==> src/core/cmc_pkg.sv <==
// constants and types shared by the core memory board control logic
package cmc_pkg;
	localparam int ADDR_W = 15;
	localparam int DATA_W = 16;
	// word-address bits inside a board of each capacity
	localparam int WORD_BITS_16K = 14;
	localparam int WORD_BITS_8K = 13;
	localparam int WORD_BITS_4K = 12;
	// memory timing clock and the two cycle lengths, in ns
	localparam int MEM_CLK_PERIOD_NS = 100;
	localparam int CYCLE_FAST_NS = 800;
	localparam int CYCLE_SLOW_NS = 1000;
	localparam int CYCLE_FAST_TICKS = CYCLE_FAST_NS / MEM_CLK_PERIOD_NS;
	localparam int CYCLE_SLOW_TICKS = CYCLE_SLOW_NS / MEM_CLK_PERIOD_NS;
	// memory clock tick of the fetch half at which sense data is taken
	localparam int STROBE_TICK = 3;
	localparam int TICK_W = 4;
	localparam logic [TICK_W-1:0] TICK_ZERO = 4'h0;
	localparam logic [TICK_W-1:0] TICK_ONE = 4'h1;
	localparam logic [DATA_W-1:0] DATA_ZERO = 16'h0000;
	typedef enum logic [1:0] {CMC_IDLE, CMC_READ, CMC_PAUSE, CMC_WRITE} cmc_state_e;
endpackage : cmc_pkg

==> src/core/cmc_select.sv <==
// board selection from the high-order word-address bits
`timescale 1ns/1ps
module cmc_select #(
	parameter int SEL_W = 3,
	parameter logic [SEL_W-1:0] SEL_MATCH = '0
) (
	// address and strap inputs
	input wire logic [SEL_W-1:0] high_addr_i,
	input wire logic board_select_block_i,
	input wire logic forced_select_i,
	// result
	output logic hit_o
);
	logic [SEL_W-1:0] term;

	// each bit is taken true or inverted so the and-term matches one segment only
	assign term = ~(high_addr_i ^ SEL_MATCH); // RQ18
	// block wins over force and address; force wins over address
	assign hit_o = !board_select_block_i && (forced_select_i || (&term)); // RQ17 RQ19 RQ20
endmodule : cmc_select

==> src/core/cmc_mem_buf.sv <==
// memory buffer register holding the word between fetch and write halves
`timescale 1ns/1ps
module cmc_mem_buf #(
	parameter int W = 16
) (
	// clock and reset
	input wire logic sys_clk_i,
	input wire logic arst_n_i,
	// load port
	input wire logic load_i,
	input wire logic [W-1:0] d_i,
	// stored word
	output logic [W-1:0] q_o
);
	always_ff @(posedge sys_clk_i or negedge arst_n_i)
	begin
		if (!arst_n_i)
			q_o <= '0;
		else if (load_i)
			q_o <= d_i;
	end
endmodule : cmc_mem_buf

==> src/core/cmc_core.sv <==
// control logic of one core memory board on the processor memory bus
// Operation
// [RQ1] data moves both ways on one sixteen-bit shared data bus
// [RQ2] processor drives a fifteen-bit word address bus to the boards
// [RQ3] cycle start request starts the selected board's cycle timing generator
// [RQ4] pause request sets hold flag; cycle stops after the read half
// [RQ5] processor asserts cycle finish to resume a paused cycle's write half
// [RQ6] processor asserts write when the bus word is to be stored
// [RQ7] sync hold, active low, from cycle start until read data is ready
// [RQ8] shared wait held until this board finishes its write half
// [RQ9] all cycle timing derives from the 10MHz memory timing clock
// [RQ10] cycle is fetch half then write half, 800ns or 1000ns long
// [RQ11] read samples sense outputs at strobe time into the buffer
// [RQ12] write access gives no strobe; buffer clocks the incoming word
// [RQ13] sense pulse means core held zero; buffer loads inverted sense
// [RQ14] write half drives toward zero; inhibit bits that stay one
// [RQ15] buffered address decodes to one X and one Y read drive
// [RQ16] 32K word space; board covers 4K, 8K or 16K; low bits pick word
// [RQ17] select compares one, two or three topmost address bits
// [RQ18] select is the and of bits taken true or inverted per strap
// [RQ19] select block input stops any response whatever the address
// [RQ20] forced select makes the board respond regardless of address
// [RQ21] buffer load block input prevents loading the buffer register
// [RQ22] direct buffer load stores the bus word without a memory cycle
// [RQ23] after reset generator idle, hold clear, wait and sync released
`timescale 1ns/1ps
module cmc_core #(
	parameter int WORD_BITS = cmc_pkg::WORD_BITS_4K,
	parameter logic [2:0] SEL_MATCH = 3'h0,
	parameter bit SLOW_CYCLE = 1'b0
) (
	// clock and reset
	input wire logic sys_clk_i,
	input wire logic arst_n_i,
	// memory timing clock from the processor, sampled as an ordinary input
	input wire logic mem_clk_i,
	// processor requests
	input wire logic cycle_start_req_i,
	input wire logic rmw_pause_req_i,
	input wire logic cycle_finish_i,
	input wire logic write_i,
	input wire logic [cmc_pkg::ADDR_W-1:0] word_address_bus_i,
	// data bus, two-way
	input wire logic [cmc_pkg::DATA_W-1:0] data_i,
	output logic [cmc_pkg::DATA_W-1:0] data_o,
	output logic data_oe_n_o,
	// selection and buffer straps
	input wire logic board_select_block_i,
	input wire logic forced_select_i,
	input wire logic buffer_load_block_i,
	input wire logic direct_buffer_load_i,
	// handshakes back to the processor and other boards
	output logic sync_enable_n_o,
	input wire logic bus_wait_n_i,
	output logic bus_wait_n_o,
	output logic bus_wait_oe_n_o,
	// core array drive
	input wire logic [cmc_pkg::DATA_W-1:0] sense_i,
	output logic strobe_o,
	output logic [(1<<(WORD_BITS/2))-1:0] x_read_drive_o,
	output logic [(1<<(WORD_BITS-WORD_BITS/2))-1:0] y_read_drive_o,
	output logic write_drive_o,
	output logic [cmc_pkg::DATA_W-1:0] inhibit_o
);
	localparam int SEL_W = cmc_pkg::ADDR_W - WORD_BITS;
	localparam int XW = WORD_BITS / 2;
	localparam int YW = WORD_BITS - XW;
	localparam int TOTAL = SLOW_CYCLE ? cmc_pkg::CYCLE_SLOW_TICKS : cmc_pkg::CYCLE_FAST_TICKS;
	localparam logic [cmc_pkg::TICK_W-1:0] LAST_TICK = 4'(TOTAL - 1);
	localparam logic [cmc_pkg::TICK_W-1:0] HALF_LAST_TICK = 4'(TOTAL / 2 - 1);
	localparam logic [cmc_pkg::TICK_W-1:0] STROBE_AT = 4'(cmc_pkg::STROBE_TICK);

	// one-hot line decode used for both X and Y drive
	function automatic logic [(1<<YW)-1:0] line_decode(input logic [YW-1:0] idx);
		logic [(1<<YW)-1:0] v;
		v = '0;
		v[idx] = 1'b1;
		return v;
	endfunction : line_decode

	cmc_pkg::cmc_state_e state_q;
	logic [cmc_pkg::TICK_W-1:0] tick_q;
	logic mclk_q;
	logic mem_edge;
	logic req_q;
	logic start_go;
	logic sel_hit;
	logic hold_q;
	logic write_q;
	logic sync_hold_q;
	logic wait_q;
	logic rd_drive_q;
	logic strobe_ev;
	logic half_end;
	logic cycle_end;
	logic resume;
	logic [WORD_BITS-1:0] addr_q;
	logic buf_load;
	logic [cmc_pkg::DATA_W-1:0] buf_d;
	logic [cmc_pkg::DATA_W-1:0] buf_q;
	logic [(1<<YW)-1:0] x_dec;
	logic [(1<<YW)-1:0] y_dec;

	cmc_select #(
		.SEL_W(SEL_W),
		.SEL_MATCH(SEL_MATCH[SEL_W-1:0])
	) u_select (
		.high_addr_i(word_address_bus_i[cmc_pkg::ADDR_W-1:WORD_BITS]), // RQ16
		.board_select_block_i(board_select_block_i),
		.forced_select_i(forced_select_i),
		.hit_o(sel_hit)
	);

	cmc_mem_buf #(
		.W(cmc_pkg::DATA_W)
	) u_buf (
		.sys_clk_i(sys_clk_i),
		.arst_n_i(arst_n_i),
		.load_i(buf_load),
		.d_i(buf_d),
		.q_o(buf_q)
	);

	// memory clock rising edges are the only time base of the cycle
	assign mem_edge = mem_clk_i && !mclk_q; // RQ9
	// start on the request's rising edge so a held request does not rerun the cycle
	assign start_go = (state_q == cmc_pkg::CMC_IDLE) && cycle_start_req_i && !req_q
		&& sel_hit && bus_wait_n_i; // RQ3 RQ8
	assign strobe_ev = (state_q == cmc_pkg::CMC_READ) && mem_edge && (tick_q == STROBE_AT);
	assign half_end = (state_q == cmc_pkg::CMC_READ) && mem_edge && (tick_q == HALF_LAST_TICK);
	assign cycle_end = (state_q == cmc_pkg::CMC_WRITE) && mem_edge && (tick_q == LAST_TICK);
	assign resume = (state_q == cmc_pkg::CMC_PAUSE) && cycle_finish_i; // RQ5

	always_ff @(posedge sys_clk_i or negedge arst_n_i)
	begin
		if (!arst_n_i)
		begin
			mclk_q <= 1'b0;
			req_q <= 1'b0;
		end
		else
		begin
			mclk_q <= mem_clk_i;
			req_q <= cycle_start_req_i;
		end
	end

	// cycle sequencer: fetch half, optional pause, write half
	always_ff @(posedge sys_clk_i or negedge arst_n_i)
	begin
		if (!arst_n_i)
			state_q <= cmc_pkg::CMC_IDLE; // RQ23
		else
		begin
			unique case (state_q)
				cmc_pkg::CMC_IDLE:
					if (start_go)
						state_q <= cmc_pkg::CMC_READ; // RQ3
				cmc_pkg::CMC_READ:
					if (half_end)
						state_q <= (hold_q || rmw_pause_req_i) ? cmc_pkg::CMC_PAUSE
							: cmc_pkg::CMC_WRITE; // RQ4 RQ10
				cmc_pkg::CMC_PAUSE:
					if (resume)
						state_q <= cmc_pkg::CMC_WRITE; // RQ5
				cmc_pkg::CMC_WRITE:
					if (cycle_end)
						state_q <= cmc_pkg::CMC_IDLE; // RQ10
			endcase
		end
	end

	// tick count of memory clock edges; frozen while paused
	always_ff @(posedge sys_clk_i or negedge arst_n_i)
	begin
		if (!arst_n_i)
			tick_q <= cmc_pkg::TICK_ZERO;
		else if (start_go)
			tick_q <= cmc_pkg::TICK_ZERO;
		else if (mem_edge && (state_q == cmc_pkg::CMC_READ || state_q == cmc_pkg::CMC_WRITE))
			tick_q <= tick_q + cmc_pkg::TICK_ONE; // RQ9
	end

	// pause hold flag: only cleared by resuming, set only before the write half
	always_ff @(posedge sys_clk_i or negedge arst_n_i)
	begin
		if (!arst_n_i)
			hold_q <= 1'b0; // RQ23
		else if ((start_go || state_q == cmc_pkg::CMC_READ) && rmw_pause_req_i)
			hold_q <= 1'b1; // RQ4
		else if (resume)
			hold_q <= 1'b0;
	end

	// access direction and latched word address
	always_ff @(posedge sys_clk_i or negedge arst_n_i)
	begin
		if (!arst_n_i)
		begin
			write_q <= 1'b0;
			addr_q <= '0;
		end
		else if (start_go)
		begin
			write_q <= write_i; // RQ6
			addr_q <= word_address_bus_i[WORD_BITS-1:0]; // RQ2 RQ16
		end
		else if (resume)
			write_q <= write_i; // RQ6
	end

	// processor sync hold and shared wait
	always_ff @(posedge sys_clk_i or negedge arst_n_i)
	begin
		if (!arst_n_i)
		begin
			sync_hold_q <= 1'b0; // RQ23
			wait_q <= 1'b0; // RQ23
		end
		else
		begin
			if (start_go)
				sync_hold_q <= 1'b1; // RQ7
			else if (strobe_ev)
				sync_hold_q <= 1'b0; // RQ7
			if (start_go)
				wait_q <= 1'b1; // RQ8
			else if (cycle_end)
				wait_q <= 1'b0; // RQ8
		end
	end

	// read data stays on the bus from strobe until the write half starts, or until idle if unpaused and the strobe tick is the fetch half's last tick
	always_ff @(posedge sys_clk_i or negedge arst_n_i)
	begin
		if (!arst_n_i)
			rd_drive_q <= 1'b0;
		else if (strobe_ev && !write_q)
			rd_drive_q <= 1'b1; // RQ1
		else if (state_q == cmc_pkg::CMC_IDLE || (half_end && !(hold_q || rmw_pause_req_i)) || resume)
			rd_drive_q <= 1'b0;
	end

	// buffer sources: inverted sense, bus word on write or on resume with write, direct load when idle
	always_comb
	begin
		buf_d = data_i;
		buf_load = 1'b0;
		if (strobe_ev)
		begin
			buf_load = 1'b1;
			if (!write_q)
				buf_d = ~sense_i; // RQ11 RQ13
		end
		else if (resume && write_i)
			buf_load = 1'b1; // RQ12
		else if (state_q == cmc_pkg::CMC_IDLE && !start_go && direct_buffer_load_i)
			buf_load = 1'b1; // RQ22
		if (buffer_load_block_i)
			buf_load = 1'b0; // RQ21
	end

	assign x_dec = line_decode(YW'(addr_q[XW-1:0]));
	assign y_dec = line_decode(addr_q[WORD_BITS-1:XW]);

	// array drives; inhibit keeps a core at one where the buffer bit is one
	always_ff @(posedge sys_clk_i or negedge arst_n_i)
	begin
		if (!arst_n_i)
		begin
			strobe_o <= 1'b0;
			x_read_drive_o <= '0;
			y_read_drive_o <= '0;
			write_drive_o <= 1'b0;
		end
		else
		begin
			strobe_o <= strobe_ev && !write_q; // RQ11 RQ12
			if (state_q == cmc_pkg::CMC_READ && !half_end)
			begin
				x_read_drive_o <= x_dec[(1<<XW)-1:0]; // RQ15
				y_read_drive_o <= y_dec; // RQ15
			end
			else
			begin
				x_read_drive_o <= '0;
				y_read_drive_o <= '0;
			end
			write_drive_o <= (state_q == cmc_pkg::CMC_WRITE) && !cycle_end; // RQ14
		end
	end

	assign inhibit_o = write_drive_o ? buf_q : cmc_pkg::DATA_ZERO; // RQ14
	assign data_o = buf_q;
	// let go of the bus as soon as finish is seen, so the processor's word reaches the buffer at resume
	assign data_oe_n_o = !rd_drive_q || resume; // RQ1
	assign sync_enable_n_o = !sync_hold_q; // RQ7
	// open-drain wait: only ever pulls low
	assign bus_wait_n_o = 1'b0;
	assign bus_wait_oe_n_o = !wait_q; // RQ8

	sync_hold_a: assert property (@(posedge sys_clk_i) disable iff (!arst_n_i) // RQ7
		start_go |=> !sync_enable_n_o && !bus_wait_oe_n_o)
		else $error("sync hold or wait not raised at cycle start");

	sync_release_a: assert property (@(posedge sys_clk_i) disable iff (!arst_n_i) // RQ7
		strobe_ev |=> sync_enable_n_o)
		else $error("sync hold not released at strobe");

	wait_end_a: assert property (@(posedge sys_clk_i) disable iff (!arst_n_i) // RQ8
		(state_q != cmc_pkg::CMC_IDLE) |-> !bus_wait_oe_n_o)
		else $error("wait dropped before write half finished");

	select_block_a: assert property (@(posedge sys_clk_i) disable iff (!arst_n_i) // RQ19
		(board_select_block_i && state_q == cmc_pkg::CMC_IDLE) |=> state_q == cmc_pkg::CMC_IDLE)
		else $error("blocked board started a cycle");

	load_block_a: assert property (@(posedge sys_clk_i) disable iff (!arst_n_i) // RQ21
		buffer_load_block_i |=> buf_q == $past(buf_q))
		else $error("buffer loaded while blocked");

	direct_load_a: assert property (@(posedge sys_clk_i) disable iff (!arst_n_i) // RQ22
		(direct_buffer_load_i && !buffer_load_block_i && state_q == cmc_pkg::CMC_IDLE && !start_go)
		|=> (buf_q == $past(data_i)) && (state_q == cmc_pkg::CMC_IDLE))
		else $error("direct load failed or started a cycle");

	read_polarity_a: assert property (@(posedge sys_clk_i) disable iff (!arst_n_i) // RQ13
		(strobe_ev && !write_q && !buffer_load_block_i) |=> buf_q == ~$past(sense_i))
		else $error("buffer not loaded with inverted sense");

	write_no_strobe_a: assert property (@(posedge sys_clk_i) disable iff (!arst_n_i) // RQ12
		(strobe_ev && write_q) |=> !strobe_o)
		else $error("strobe pulsed on write access");

	pause_stop_a: assert property (@(posedge sys_clk_i) disable iff (!arst_n_i) // RQ4
		(state_q == cmc_pkg::CMC_PAUSE && !cycle_finish_i) |=> state_q == cmc_pkg::CMC_PAUSE && !write_drive_o)
		else $error("paused cycle moved without finish");

	inhibit_bits_a: assert property (@(posedge sys_clk_i) disable iff (!arst_n_i) // RQ14
		((inhibit_o & ~data_o) == cmc_pkg::DATA_ZERO) && (!write_drive_o -> inhibit_o == cmc_pkg::DATA_ZERO)
		&& (!write_drive_o || state_q == cmc_pkg::CMC_WRITE))
		else $error("inhibit or write drive outside the write half");

	drive_onehot_a: assert property (@(posedge sys_clk_i) disable iff (!arst_n_i) // RQ15
		(x_read_drive_o != '0) |-> $onehot(x_read_drive_o) && $onehot(y_read_drive_o))
		else $error("more than one drive line enabled");

	cycle_end_a: assert property (@(posedge sys_clk_i) disable iff (!arst_n_i) // RQ10
		cycle_end |=> state_q == cmc_pkg::CMC_IDLE ##1 bus_wait_oe_n_o)
		else $error("cycle did not end after last tick");

	read_cycle_c: cover property (@(posedge sys_clk_i) disable iff (!arst_n_i)
		start_go && !write_i ##[1:400] strobe_ev ##[1:800] cycle_end);
	write_cycle_c: cover property (@(posedge sys_clk_i) disable iff (!arst_n_i)
		start_go && write_i ##[1:1000] cycle_end);
	rmw_cycle_c: cover property (@(posedge sys_clk_i) disable iff (!arst_n_i)
		state_q == cmc_pkg::CMC_PAUSE ##[1:100] resume);
	direct_load_c: cover property (@(posedge sys_clk_i) disable iff (!arst_n_i)
		direct_buffer_load_i && buf_load && state_q == cmc_pkg::CMC_IDLE);
endmodule : cmc_core

==> config.mk <==
export PLATFORM = sky130hd
export DESIGN_NAME = cmc_core
export DESIGN_NICKNAME = d
export VERILOG_FILES = /design/src/core/cmc_pkg.sv /design/src/core/cmc_select.sv /design/src/core/cmc_mem_buf.sv /design/src/core/cmc_core.sv
export SDC_FILE = /design/constraint.sdc
export NUM_CORES = 1
export LEC_CHECK = 0
export BUFFER_PORTS_ARGS = -buffer_cell sky130_fd_sc_hd__buf_2
export CAP_MARGIN = 5
export CORE_UTILIZATION = 25
export CTS_CLUSTER_SIZE = 8
export DETAILED_ROUTE_END_ITERATION = 8
export PLACE_DENSITY_LB_ADDON = 0.08
export SYNTH_ARGS = -nofsm -noshare
export SYNTH_HDL_FRONTEND = slang
export SYNTH_SLANG_ARGS = --single-unit
==> constraint.sdc <==
create_clock -name sys_clk_i -period 2.3 [get_ports sys_clk_i]
set_clock_uncertainty 0.2 [all_clocks]
set_input_delay 0.46 -clock sys_clk_i [delete_from_list [all_inputs] [get_ports sys_clk_i]]
set_output_delay 0.46 -clock sys_clk_i [all_outputs]
set_load 0.01 [all_outputs]
# Word level (Yosys, flattened, before mapping)

Cells that the tools add are included.

Logic and storage cells: 111
Output and inout port bits: 166
Register bits after elaboration: 171
Input bits: 59

Reductions and logical operators: 49
Add/sub/neg operators: 1
Magnitude comparators: 4
Muxes and demuxes: 31
Eq/ne operators: 9
Bitwise operators: 2

Operators with widths:

| cell                                                                  | number |
|---|---|
| 64-bit two-way mux                                                    | 2 |
| 16-bit two-way mux                                                    | 3 |
| 1-bit logical AND                                                     | 22 |
| 1-bit two-way mux                                                     | 17 |
| 16-bit inverter                                                       | 1 |
| 6-bit by 7-bit < comparator with 1-bit output, second input constant  | 2 |
| 1-bit demux with 6-bit select                                         | 2 |
| 6-bit by 1-bit >= comparator with 1-bit output, second input constant | 2 |
| 2-bit nonzero test                                                    | 6 |
| 1-bit zero test                                                       | 11 |
| 2-bit two-way mux                                                     | 4 |
| 4-bit two-way mux                                                     | 2 |
| 2-bit != test, second input constant                                  | 4 |
| 2-bit case mux with 4 select lines                                    | 1 |
| 1-bit logical OR                                                      | 7 |
| 4-bit by 1-bit adder with 4-bit output, second input constant         | 1 |
| 2-bit == test, second input constant                                  | 2 |
| 4-bit by 2-bit == test with 1-bit output, second input constant       | 1 |
| 4-bit by 3-bit == test with 1-bit output, second input constant       | 1 |
| 4-bit AND reduction                                                   | 1 |
| 3-bit inverter                                                        | 1 |
| 3-bit AND reduction                                                   | 1 |
| 2-bit by 1-bit == test with 1-bit output, second input constant       | 1 |
| 2-bit zero test                                                       | 1 |

# Depth between registers and ports, before layout

Gate-level depths: netlist of the first run.

Word-level depth: 13
Depth in mapped cells: 7
Gate-level depth less buffers: 7

# By module

Synthesis of the first run repeated with hierarchy kept, for this count alone.

Cells, all modules: 532
Area, all modules: 6192.2 µm²

By module, submodules not included:

| module      | cells an instance | seq. area each (µm²) | times used | area each (µm²) |
|---|---|---|---|---|
| cmc_core    | 495               | 3878.7               | 1          | 5527.8 |
| cmc_mem_buf | 34                | 400.4                | 1          | 649.4 |
| cmc_select  | 3                 | 0.0                  | 1          | 15.0 |

# Worst setup path after synthesis of the first run

Ideal clock, no wire load.

Path type: register -> register
Start point: reg state_q[0]
End point: reg u_buf.q_o[10]
Path slack: 0.189 ns
Setup time: 0.125 ns
Required time: 1.975 ns
Stages on the path, launching flop included: 8
Buffers on the path: 1
Arrival time: 1.786 ns
Clock period less this slack: 2.111 ns
Cell sequence: dfrtp_1 > inv_1 > ha_1 > o2111ai_4 > nand3_2 > a31oi_4 > buf_6 > mux2_4

Cells in the longest elaborated chain, start to end: 12
Elaborated cells between the ends (all ways): 19
Classes of those cells: eq/ne: 2; mux: 5; reduce/logical: 12

RTL lines:

| what                           | RTL line                         | source |
|---|---|---|
| start: declaration             | cmc_core.sv:81                   | `cmc_pkg::cmc_state_e state_q;` |
| start signal: assignment       | cmc_core.sv:152                  | `state_q <= cmc_pkg::CMC_IDLE;` |
| start signal: assignment       | cmc_core.sv:158                  | `state_q <= cmc_pkg::CMC_READ;` |
| start signal: assignment       | cmc_core.sv:161                  | `state_q <= (hold_q \|\| rmw_pause_req_i) ? cmc_pkg::CMC_PAUSE` |
| 2-bit zero test                | cmc_core.sv:127, cmc_core.sv:257 |  |
| 1-bit logical AND (2 in a row) | cmc_core.sv:127                  | `assign start_go = (state_q == cmc_pkg::CMC_IDLE) && cycle_start_req_i && !req_q` |
| 1-bit logical AND (2 in a row) | cmc_core.sv:128                  | `&& sel_hit && bus_wait_n_i;` |
| 1-bit zero test                | cmc_core.sv:257                  | `else if (state_q == cmc_pkg::CMC_IDLE && !start_go && direct_buffer_load_i)` |
| 1-bit logical AND (2 in a row) | cmc_core.sv:257                  |  |
| 1-bit two-way mux              | cmc_core.sv:257                  |  |
| 1-bit two-way mux              | cmc_core.sv:255                  | `else if (resume && write_i)` |
| 1-bit two-way mux              | cmc_core.sv:249                  | `if (strobe_ev)` |
| 1-bit two-way mux              | cmc_core.sv:259                  | `if (buffer_load_block_i)` |
| end signal: assignment         | cmc_mem_buf.sv:20                | `q_o <= d_i;` |
| end: declaration               | cmc_mem_buf.sv:13                | `output logic [W-1:0] q_o` |

Parallel ways exist; a longest one is shown, timed or not.
A chain may end at the register's enable or synchronous reset.

# Worst setup path in the final report of the first run

Start point: reg tick_q[0] (netlist bit)
End point: reg u_buf.q_o[10]

Cells in the longest elaborated chain, start to end: 4
Elaborated cells between the ends (all ways): 5
Classes of those cells: eq/ne: 1; mux: 3; reduce/logical: 1

RTL lines:

| what                                       | RTL line        | source |
|---|---|---|
| start: declaration                         | cmc_core.sv:82  | `logic [cmc_pkg::TICK_W-1:0] tick_q;` |
| start signal: assignment                   | cmc_core.sv:177 | `tick_q <= cmc_pkg::TICK_ZERO;` |
| start signal: assignment                   | cmc_core.sv:179 | `tick_q <= cmc_pkg::TICK_ZERO;` |
| start signal: assignment                   | cmc_core.sv:181 | `tick_q <= tick_q + cmc_pkg::TICK_ONE;` |
| 4-bit by 2-bit == test with 1-bit output * | cmc_core.sv:129 | `assign strobe_ev = (state_q == cmc_pkg::CMC_READ) && mem_edge && (tick_q == STROBE_AT);` |
| 1-bit logical AND *                        | cmc_core.sv:129 |  |
| 1-bit two-way mux                          | cmc_core.sv:249 |  |
| 1-bit two-way mux                          | cmc_core.sv:259 |  |

Mark *: on every way between the ends. The rest lies on a longest branch, timed or not.

==> reports/qor.csv, run 1 <==
metric,value,unit
outcome,"finished, final reports clean",
slew_violations,0,
area_growth,36.01,%
path_class,reg2reg,
power,8.943,mW
dieArea,25670,µm²
vias,4483,
cts_tree,yes,
grt_start_max_net_pins,53,
die_w,160.2,µm
ir_drop,512.6,µV
maxSlewHeadroom,0.6375,
cp_cell_sequence,ha_1 -> and4bb_2 -> nand3_4 -> nor2_8 -> mux2i_1 -> mux2_4,
synth_warnings,0,
diodes,0,
synth_edf_count,0,
routed_wl,17330,µm
grt_pass1_vias,4659,
finalCritPeriodShare,0.9412,
cts_max_level,4,
syn_area,6257,µm²
dp_hpwl,12680,µm
syn_inst,521,
final_common_cell,buf_2,
endpoint_kind,flop,
antenna_left,0,
syn_nets,586,
stdcell_area,8511,µm²
wl_per_cell,15.76,µm
synth_top_cell_by_area,dfrtp_1,
synth_top_area_frac,0.6839,
ys_types,43,
gp_congestion,0.7499,
fin_nets,827,
io_buffer_count,223,
io_pins,225,
gr-total-overflow,0,
drv_cap,0,
grt_pass1_wl,27250,µm
firstDrtPassIters,4,
tightest_slew,0.5438,ns
clock.fmax,0.4619,GHz
start_util,0.2558,
antenna_found_initial,1,
synth-async-reset-ratio,1.000,
setup_violations,0,
drtIter0Drc,137,
track_usage,0.1402,
avgSynthCellArea,12.01,µm²
min_period,2.165,ns
vias_per_cell,4.079,
ys_ff_latch,171,
cts_buffer_depth,2,
fin_tns_setup,0,ns
slowest_delay,0.39,ns
insertion_delay,0.42,ns
cp_max_fo,17,
setup.worst_path.start_class,flop,
slowest_stage,dfrtp_1,
place_area,7820,µm²
root_buffer,clkbuf_16,
p_leak,4.540,nW
fillCellCount,2461,
cts_buffers,17,
grt_setup_unrepaired,false,
core,24460,µm²
synth_ff_type,dfrtp_1,
cp.required,2.41,ns
critPathBufInv,0,
clock_sinks,171,
hold_class,in2reg,
drc_errors,0,
drive_above_1_share,0.3961,
final_cell_mix,"222 x buf_2, 171 x dfrtp_1, 140 x nor2_1",
rows,57,
clk_pin_slew_worst_paths,0.07,ns
crit_family,simple AND/OR/NAND/NOR gates,
yosysSeqAreaShare,0.6839,
dieHeight,160.2,µm
powerDensity,1051,nW/µm²
synth_area_leaders,"dfrtp_1 68%, nor2_1 8.4%, nand2_1 3.1%",
critPathArrivalTime,2.27,ns
hold_viol_final,0,
layer usage:
layer,share of wire,routed length [µm],global-route usage,vias to the layer above
li1,-,-,-,2134
met1,0.44,7552,0.1733,2237
met2,0.51,8774,0.2387,102
met3,0.051,880,0.04416,8
met4,0.0060,104,0.02987,2
met5,0.00075,13,0,-
path summary, 6_finish.rpt:
path	startpoint	end	slack, ns	cells after the start
hold / removal	word_address_bus_i[5]	addr_q[5]$_DFFE_PN0P_	0.04	3
setup / recovery	tick_q[0]$_DFFE_PN0P_	u_buf.q_o[10]$_DFFE_PN0P_	0.14	6
min in group asynchronous	arst_n_i	u_buf.q_o[12]$_DFFE_PN0P_	0.37	2
setup reg to reg	tick_q[0]$_DFFE_PN0P_	u_buf.q_o[10]$_DFFE_PN0P_	0.14	6
hold reg to reg	sync_hold_q$_DFFE_PN0P_	sync_hold_q$_DFFE_PN0P_	0.30	2
max in group asynchronous	arst_n_i	x_read_drive_o[22]$_DFF_PN0_	0.93	3
synth_stat cells, drive strengths merged, types with 3 or more instances:
| cell | number |
|---|---|
| nand2 | 52 |
| nand4b | 4 |
| mux2i | 17 |
| mux2 | 18 |
| dfrtp | 171 |
| a21boi | 3 |
| ha | 6 |
| nand3b | 10 |
| nor3 | 3 |
| inv | 21 |
| clkbuf | 15 |
| and2 | 16 |
| nand3 | 10 |
| buf | 8 |
| nand4 | 3 |
| nor2 | 141 |
power by group:
| group | internal (mW) | switching (mW) | total, mW |
|---|---|---|---|
| Combinational | 0.957 | 1.27 | 2.23 |
| Clock | 1.48 | 1.34 | 2.82 |
| Sequential | 3.42 | 0.474 | 3.89 |
| Total | 5.86 | 3.08 | 8.94 |
flip-flops by register name (all words and copies together) (netlist names):
signal and cells:
req_q 1, y_read_drive_o 64, addr_q 12, mclk_q 1, u_buf.q_o 16, strobe_o 1, tick_q 4, state_q 2
rd_drive_q 1, hold_q 1, x_read_drive_o 64, wait_q 1, sync_hold_q 1, write_q 1, write_drive_o 1
worst register-to-register path, stage by stage (launching register included):
cell	delay, ns
dfrtp_1	0.39
ha_1	0.18
and4bb_2	0.33
nand3_4	0.17
nor2_8	0.35
mux2i_1	0.16
mux2_4	0.27
through the flow:
| stage | worst slack [ns] | cells | util | hold slack [ns] |
|---|---|---|---|---|
| after CTS | 0.04888 | 1092 | 0.3451 | 0.02111 |
| after global placement | 0.03588 | 1057 | 0.3197 | 0.2656 |
| after detailed placement | -0.03209 | 1057 | 0.3197 | 0.2707 |
| after floorplan | 0.1886 | 521 | - | -0.03559 |
| final | 0.1352 | 1099 | 0.3479 | 0.03960 |
| after global routing | 0.008227 | 1099 | 0.3479 | 0.01850 |
logic make-up after synthesis:
kind of cell | Yosys count | share of synthesized area
simple gates | 250 | 0.1834
buf+inv | 44 | 0.03139
xor+xnor | 3 | 0.004200
flops | 171 | 0.6839
other cells | 1 | 0.0005993
fa+ha+maj | 6 | 0.01200
mux | 35 | 0.06559
compound gates | 11 | 0.01900
area by class of cell:
class	instances	area [µm²]	area share
Sequential cell	171	4279	0.5028
Multi-Input combinational cell	306	1804	0.2120
Timing Repair Buffer	245	1358	0.1595
Clock buffer	18	439.2	0.05160
Tap cell	324	405.4	0.04763
Clock inverter	14	146.4	0.01720
Inverter	21	78.83	0.009262
repair_timing:
item / CTS / global route
hold endpoints to repair: 50 / 0
pin swaps: 0 / 0
setup endpoints to repair: 37 / 62
buffers inserted: 0 / 7
gates resized for setup: 1 / 4
hold buffers: 3 / 0
Note: power is estimated with default switching activity, not from simulation.
==> run 2, diff against run 1 <==
--- a/config.mk
+++ b/config.mk
@@ -11,6 +11,7 @@
 export CTS_CLUSTER_SIZE = 8
 export DETAILED_ROUTE_END_ITERATION = 8
 export PLACE_DENSITY_LB_ADDON = 0.08
+export SETUP_SLACK_MARGIN = 0.3
 export SYNTH_ARGS = -nofsm -noshare
 export SYNTH_HDL_FRONTEND = slang
 export SYNTH_SLANG_ARGS = --single-unit
==> constraint.sdc (replaced) <==
create_clock -name sys_clk_i -period 2.3 [get_ports sys_clk_i]
set_clock_uncertainty 0.2 [all_clocks]
set_input_delay 0 -clock sys_clk_i [delete_from_list [all_inputs] [get_ports sys_clk_i]]
set_output_delay 0 -clock sys_clk_i [all_outputs]
set_load 0.01 [all_outputs]
==> reports/qor.csv, run 2 (synthesis gave the netlist of run 1 again) <==
metric,value,unit,change
grt_pass1_vias,5144,,+10%
routed_wl,18160,µm,+4.8%
grt_pass1_wl,28640,µm,+5.1%
gp_congestion,0.7297,,-2.7%
multi_input_area,2127,µm²,+18%
drtIter0Drc,164,,+20%
clock_sinks,171,,unchanged
die_w,160.2,µm,unchanged
fin_ws,0.1880,ns,+0.05283 ns
firstDrtPassIters,4,,unchanged
track_usage,0.1453,,+0.005153
start_util,0.2558,,unchanged
powerDensity,1006,nW/µm²,-4.3%
drive_above_1_share,0.4446,,+0.04845
fillCellCount,2408,,-2.2%
dp_hpwl,12390,µm,-2.4%
grt_start_max_net_pins,67,,+26%
cts_buffers,17,,unchanged
antenna_found_initial,1,,unchanged
min_period,2.112,ns,-0.05283 ns
area_growth,51.87,%,
cts_max_level,4,,unchanged
critPathArrivalTime,2.22,ns,-0.05 ns
place_area,7782,µm²,-0.48%
hold_viol_final,0,,unchanged
dieArea,25670,µm²,unchanged
dieHeight,160.2,µm,unchanged
tightest_slew,0.7042,ns,+0.1604 ns
stdcell_area,9503,µm²,+12%
reg_top3,"x_read_drive_o x64, y_read_drive_o x64, u_buf.q_o x16",,
rrSetupSlack,0.19,ns,+0.05 ns
io_pins,225,,unchanged
insertion_delay,0.42,ns,about the same
vias,4757,,+6.1%
antenna_left,0,,unchanged
fin_nets,891,,+7.7%
core,24460,µm²,unchanged
final_common_cell,buf_2,,
cp.required,2.40,ns,about the same
hold_slack,0.05151,ns,+0.01192 ns
hold_start,word_address_bus_i[14],,
drv_cap,0,,unchanged
grt_setup_unrepaired,true,,
cp_max_fo,8,,-9
whs_endpoint,sync_hold_q$_DFFE_PN0P_,,
rows,57,,unchanged
cts_tree,yes,,
ir_drop,410.0,µV,-20%
power,9.561,mW,+6.9%
holdPathStages,5,,+2
path_class,reg2reg,,
io_buffer_count,223,,unchanged
setup_violations,0,,unchanged
vias_per_cell,4.087,,+0.19%
regArea,4279,µm²,unchanged
outcome,"finished, final reports clean",,
dpl_worst_slack,-0.01696,ns,+0.01513 ns
finalCritPeriodShare,0.9182,,-0.02297
timing.rr.start,tick_q[1]$_DFFE_PN0P_,,
clock.fmax,0.4735,GHz,+2.5%
p_leak,4.860,nW,+7.0%
final_cell_mix,"222 x buf_2, 171 x dfrtp_1, 96 x nor2_1",,
maxSlewHeadroom,0.5291,,-0.1083
r2r_cells,8,,+2
slew_violations,0,,unchanged
hold_class,in2reg,,
drc_errors,0,,unchanged
endpoint_kind,flop,,
gr-total-overflow,0,,unchanged
cts_buffer_depth,2,,unchanged
root_buffer,clkbuf_16,,
setup.worst_path.start_class,flop,,
startpoint,tick_q[1]$_DFFE_PN0P_,,
clk_pin_slew_worst_paths,0.07,ns,about the same
fin_util,0.3885,,+0.04056
r2r_end,u_buf.q_o[14]$_DFFE_PN0P_,,
wl_per_cell,15.60,µm,-1.0%
[run 2: changes by cell type in the layout (fill, tap and decap cells not counted), sizes merged, moves of 2 or more]
cell	previous run	this run
clkinv	3	1
buf	242	255
dlygate4sd3	3	54
inv	31	29
clkinvlp	1	4
[run 2: per-stage QoR]
stage          std cells  TNS (ns)
2_1_floorplan        521         0
6_report            1164         0
4_1_cts             1161         0
3_5_place_dp        1055  -0.02726
5_1_grt             1163         0
3_3_place_gp        1055         0
[run 2: timing repair]
item | 4_1_cts | 5_1_grt
hold endpoints to repair | 211 | 0
resized for setup | 23 | 88
gates cloned | 1 | 0
pin swaps | 8 | 37
hold buffers | 54 | 0
setup endpoints to repair | 138 | 130
setup buffers | 19 | 2
[run 2: final cells by class]
cell class | count | area share
multi-input cells | 306 | 0.2238
flip-flops and latches | 171 | 0.4503
well taps | 324 | 0.04266
repair buffers | 309 | 0.2136
inverters | 21 | 0.008295
clock buffers | 18 | 0.04516
diodes | 1 | 0.0002633
clock inverters | 14 | 0.01593
[run 2: critical path, stage by stage (launching register included)]
cell and delay, ns:
dfrtp_1 0.36, ha_2 0.18, and4bb_2 0.26, buf_6 0.12, nand3_4 0.11, a31oi_4 0.19
buf_6 0.15, buf_16 0.13, mux2_4 0.29
[run 2: power by group]
group	switching, mW	internal (mW)	leakage, nW	total, mW
registers	0.469	3.42	2.32	3.89
clock network	1.31	1.54	0.273	2.85
logic	1.58	1.24	2.27	2.82
[run 2: worst max-delay path by stage]
| stage | endpoint | slack, ns | cells past startpoint |
|---|---|---|---|
| 2_1_floorplan | u_buf.q_o[10]$_DFFE_PN0P_ | 0.27 | 6 |
| 3_3_place_gp | y_read_drive_o[29]$_DFF_PN0_ | 0.04 | 6 |
| 3_5_place_dp | x_read_drive_o[38]$_DFF_PN0_ | -0.02 | 6 |
| 4_1_cts | u_buf.q_o[0]$_DFFE_PN0P_ | 0.17 | 8 |
| 5_1_grt | y_read_drive_o[44]$_DFF_PN0_ | 0.10 | 8 |
| 6_report | u_buf.q_o[14]$_DFFE_PN0P_ | 0.19 | 8 |
[run 2: layer usage]
layer  track usage  vias to the layer above  wire length, µm
met5             0                        -                0
met4       0.04329                        0              233
met3       0.04442                       16              965
met2        0.2536                      120             9182
met1        0.1707                     2361             7782
li1              -                     2260                -
==> run 3, diff against run 2 <==
--- a/config.mk
+++ b/config.mk
@@ -10,8 +10,9 @@
 export CORE_UTILIZATION = 25
 export CTS_CLUSTER_SIZE = 8
 export DETAILED_ROUTE_END_ITERATION = 8
-export PLACE_DENSITY_LB_ADDON = 0.08
+export PLACE_DENSITY = 0.5
 export SETUP_SLACK_MARGIN = 0.3
 export SYNTH_ARGS = -nofsm -noshare
 export SYNTH_HDL_FRONTEND = slang
 export SYNTH_SLANG_ARGS = --single-unit
+export TNS_END_PERCENT = 100
==> constraint.sdc (replaced) <==
create_clock -name sys_clk_i -period 2.05 [get_ports sys_clk_i]
set_clock_uncertainty 0.2 [all_clocks]
set_input_delay 0 -clock sys_clk_i [delete_from_list [all_inputs] [get_ports sys_clk_i]]
set_output_delay 0 -clock sys_clk_i [all_outputs]
set_load 0.01 [all_outputs]
==> reports/qor.csv, run 3 (synthesis gave the netlist of run 1 again) <==
metric,value,unit,change
outcome,"finished, violations left",,
violations,negative hold slack,,
dieHeight,160.2,µm,unchanged
routed_wl,17500,µm,-3.6%
antenna_found_initial,0,,-1
cp_max_fo,10,,+2
drive_above_1_share,0.5354,,+0.09080
final_common_cell,buf_2,,
slowest_stage,dfrtp_1,,
hold_slack,-0.01801,ns,-0.06952 ns
cp_cell_sequence,ha_2 -> and4bb_4 -> nand3_4 -> buf_12 -> nor2_8 -> buf_12 -> mux2i_1 -> mux2_4,,
critPathArrivalTime,2.10,ns,-0.12 ns
setup.worst_path.start_class,flop,,
vias,4731,,-0.55%
track_usage,0.1400,,-0.005354
hold_viol_final,1,,+1
fin_ws,0.04971,ns,-0.1383 ns
io_pins,225,,unchanged
gp_congestion,0.7262,,-0.48%
ir_drop,466.9,µV,+14%
rows,57,,unchanged
wl_per_cell,14.93,µm,-4.3%
diodes,0,,-1
grt_pass1_vias,4817,,-6.4%
cts_buffer_depth,2,,unchanged
grt_pass1_wl,27210,µm,-5.0%
slowest_delay,0.36,ns,about the same
final_cell_mix,"222 x buf_2, 170 x dfrtp_1, 61 x nor2_4",,
crit_top_cell,buf_12,,
maxSlewHeadroom,0.4450,,-0.08415
drc_errors,0,,unchanged
core,24460,µm²,unchanged
p_leak,4.958,nW,+2.0%
dpl_worst_slack,-0.09234,ns,-0.07538 ns
fin_tns_setup,0,ns,unchanged
vias_per_cell,4.037,,-1.2%
hold_class,in2reg,,
die_w,160.2,µm,unchanged
met3_usage,0.02831,,-0.01610
cts_tree,yes,,
fillCellCount,2305,,-4.3%
insertion_delay,0.42,ns,about the same
path_class,reg2reg,,
met2_usage,0.2338,,-0.01976
cts_max_level,4,,unchanged
endpoint_kind,flop,,
clock_sinks,171,,unchanged
reg_top3,"x_read_drive_o x64, y_read_drive_o x64, u_buf.q_o x16",,
antenna_left,0,,unchanged
busiest_layer,met2,,
firstDrtPassIters,4,,unchanged
slew_violations,0,,unchanged
grt_use_met1,0.1817,,+0.01101
power,11.18,mW,+17%
area_growth,61.11,%,
clock.fmax,0.4999,GHz,+5.6%
io_buffer_count,223,,unchanged
fin_util,0.4121,,+0.02363
dp_hpwl,11940,µm,-3.6%
root_buffer,clkbuf_16,,
drtIter0Drc,176,,+7.3%
dieArea,25670,µm²,unchanged
clk_pin_slew_worst_paths,0.06,ns,about the same
grt_start_max_net_pins,60,,-10%
cts_buffers,17,,unchanged
tightest_slew,0.8300,ns,+0.1258 ns
start_util,0.2558,,unchanged
fin_nets,904,,+1.5%
drv_cap,0,,unchanged
powerDensity,1109,nW/µm²,+10%
finalCritPeriodShare,0.9758,,+0.05751
min_period,2.000,ns,-0.1117 ns
setup_violations,0,,unchanged
cp.required,2.15,ns,-0.25 ns
gr-total-overflow,0,,unchanged
grt_setup_unrepaired,true,,
[run 3: cell count changes in the layout (fill, tap and decap cells not counted), sizes merged]
| cell | before | now |
|---|---|---|
| buf | 255 | 265 |
| clkinvlp | 4 | 1 |
| bufinv | 1 | 2 |
| clkbuf | 18 | 23 |
| clkinv | 1 | 2 |
| diode | 1 | 0 |
| inv | 29 | 22 |
| dlygate4sd3 | 54 | 56 |
[run 3: worst max-delay path: cells and delay by family (launching register included)]
family | cells | cell delay [ns]
AND/OR/NAND/NOR | 3 | 0.51
flip-flops | 1 | 0.36
multiplexers | 2 | 0.33
buffers and inverters | 2 | 0.30
adder cells (fa/ha/maj) | 1 | 0.18
[run 3: path summary, 6_finish.rpt]
| kind | start | to | slack [ns] | cells past startpoint |
|---|---|---|---|---|
| setup / recovery | tick_q[0]$_DFFE_PN0P_ | u_buf.q_o[6]$_DFFE_PN0P_ | 0.05 | 8 |
| hold / removal | word_address_bus_i[13] | sync_hold_q$_DFFE_PN0P_ | -0.02 | 5 |
| setup reg to reg | tick_q[0]$_DFFE_PN0P_ | u_buf.q_o[6]$_DFFE_PN0P_ | 0.05 | 8 |
| hold reg to reg | sync_hold_q$_DFFE_PN0P_ | sync_hold_q$_DFFE_PN0P_ | 0.31 | 2 |
| max in group asynchronous | arst_n_i | u_buf.q_o[9]$_DFFE_PN0P_ | 0.48 | 4 |
| min in group asynchronous | arst_n_i | y_read_drive_o[26]$_DFF_PN0_ | 0.49 | 3 |
[run 3: power by group]
group          switching, mW  total [mW]  internal (mW)
sequential             0.556        4.40           3.84
clock                   1.25        3.09           1.84
combinational           2.11        3.69           1.58
total                   3.92        11.2           7.26
[run 3: timing repair]
item                       CTS  global route
setup buffers               11             6
pin swaps                   32            21
cloned                       1             0
hold buffers                55             1
resized for setup           64           172
hold endpoints to repair   212            16
setup endpoints to repair  150           153
[run 3: metrics by stage]
step / instances / cell area, µm²
floorplan: 521 / 6296
global placement: 1070 / 7928
detailed placement: 1070 / 7928
CTS: 1165 / 9419
global route: 1172 / 10080
finish: 1172 / 10080
[run 3: area by class of cell]
class                   instances  area (µm²)  area share
clock buffers                  22       464.2     0.04605
inverters                      21       78.83    0.007819
repair buffers                322        2195      0.2177
well taps                     324       405.4     0.04021
clock inverters                 6       90.09    0.008936
multi-input cells             306        2567      0.2547
flip-flops and latches        171        4280      0.4246
[run 3: routing by layer]
layer / up-vias / part of all wire
li1: 2288 / -
met1: 2301 / 0.45
met2: 130 / 0.51
met3: 12 / 0.034
met4: 0 / 0.011
met5: - / 0
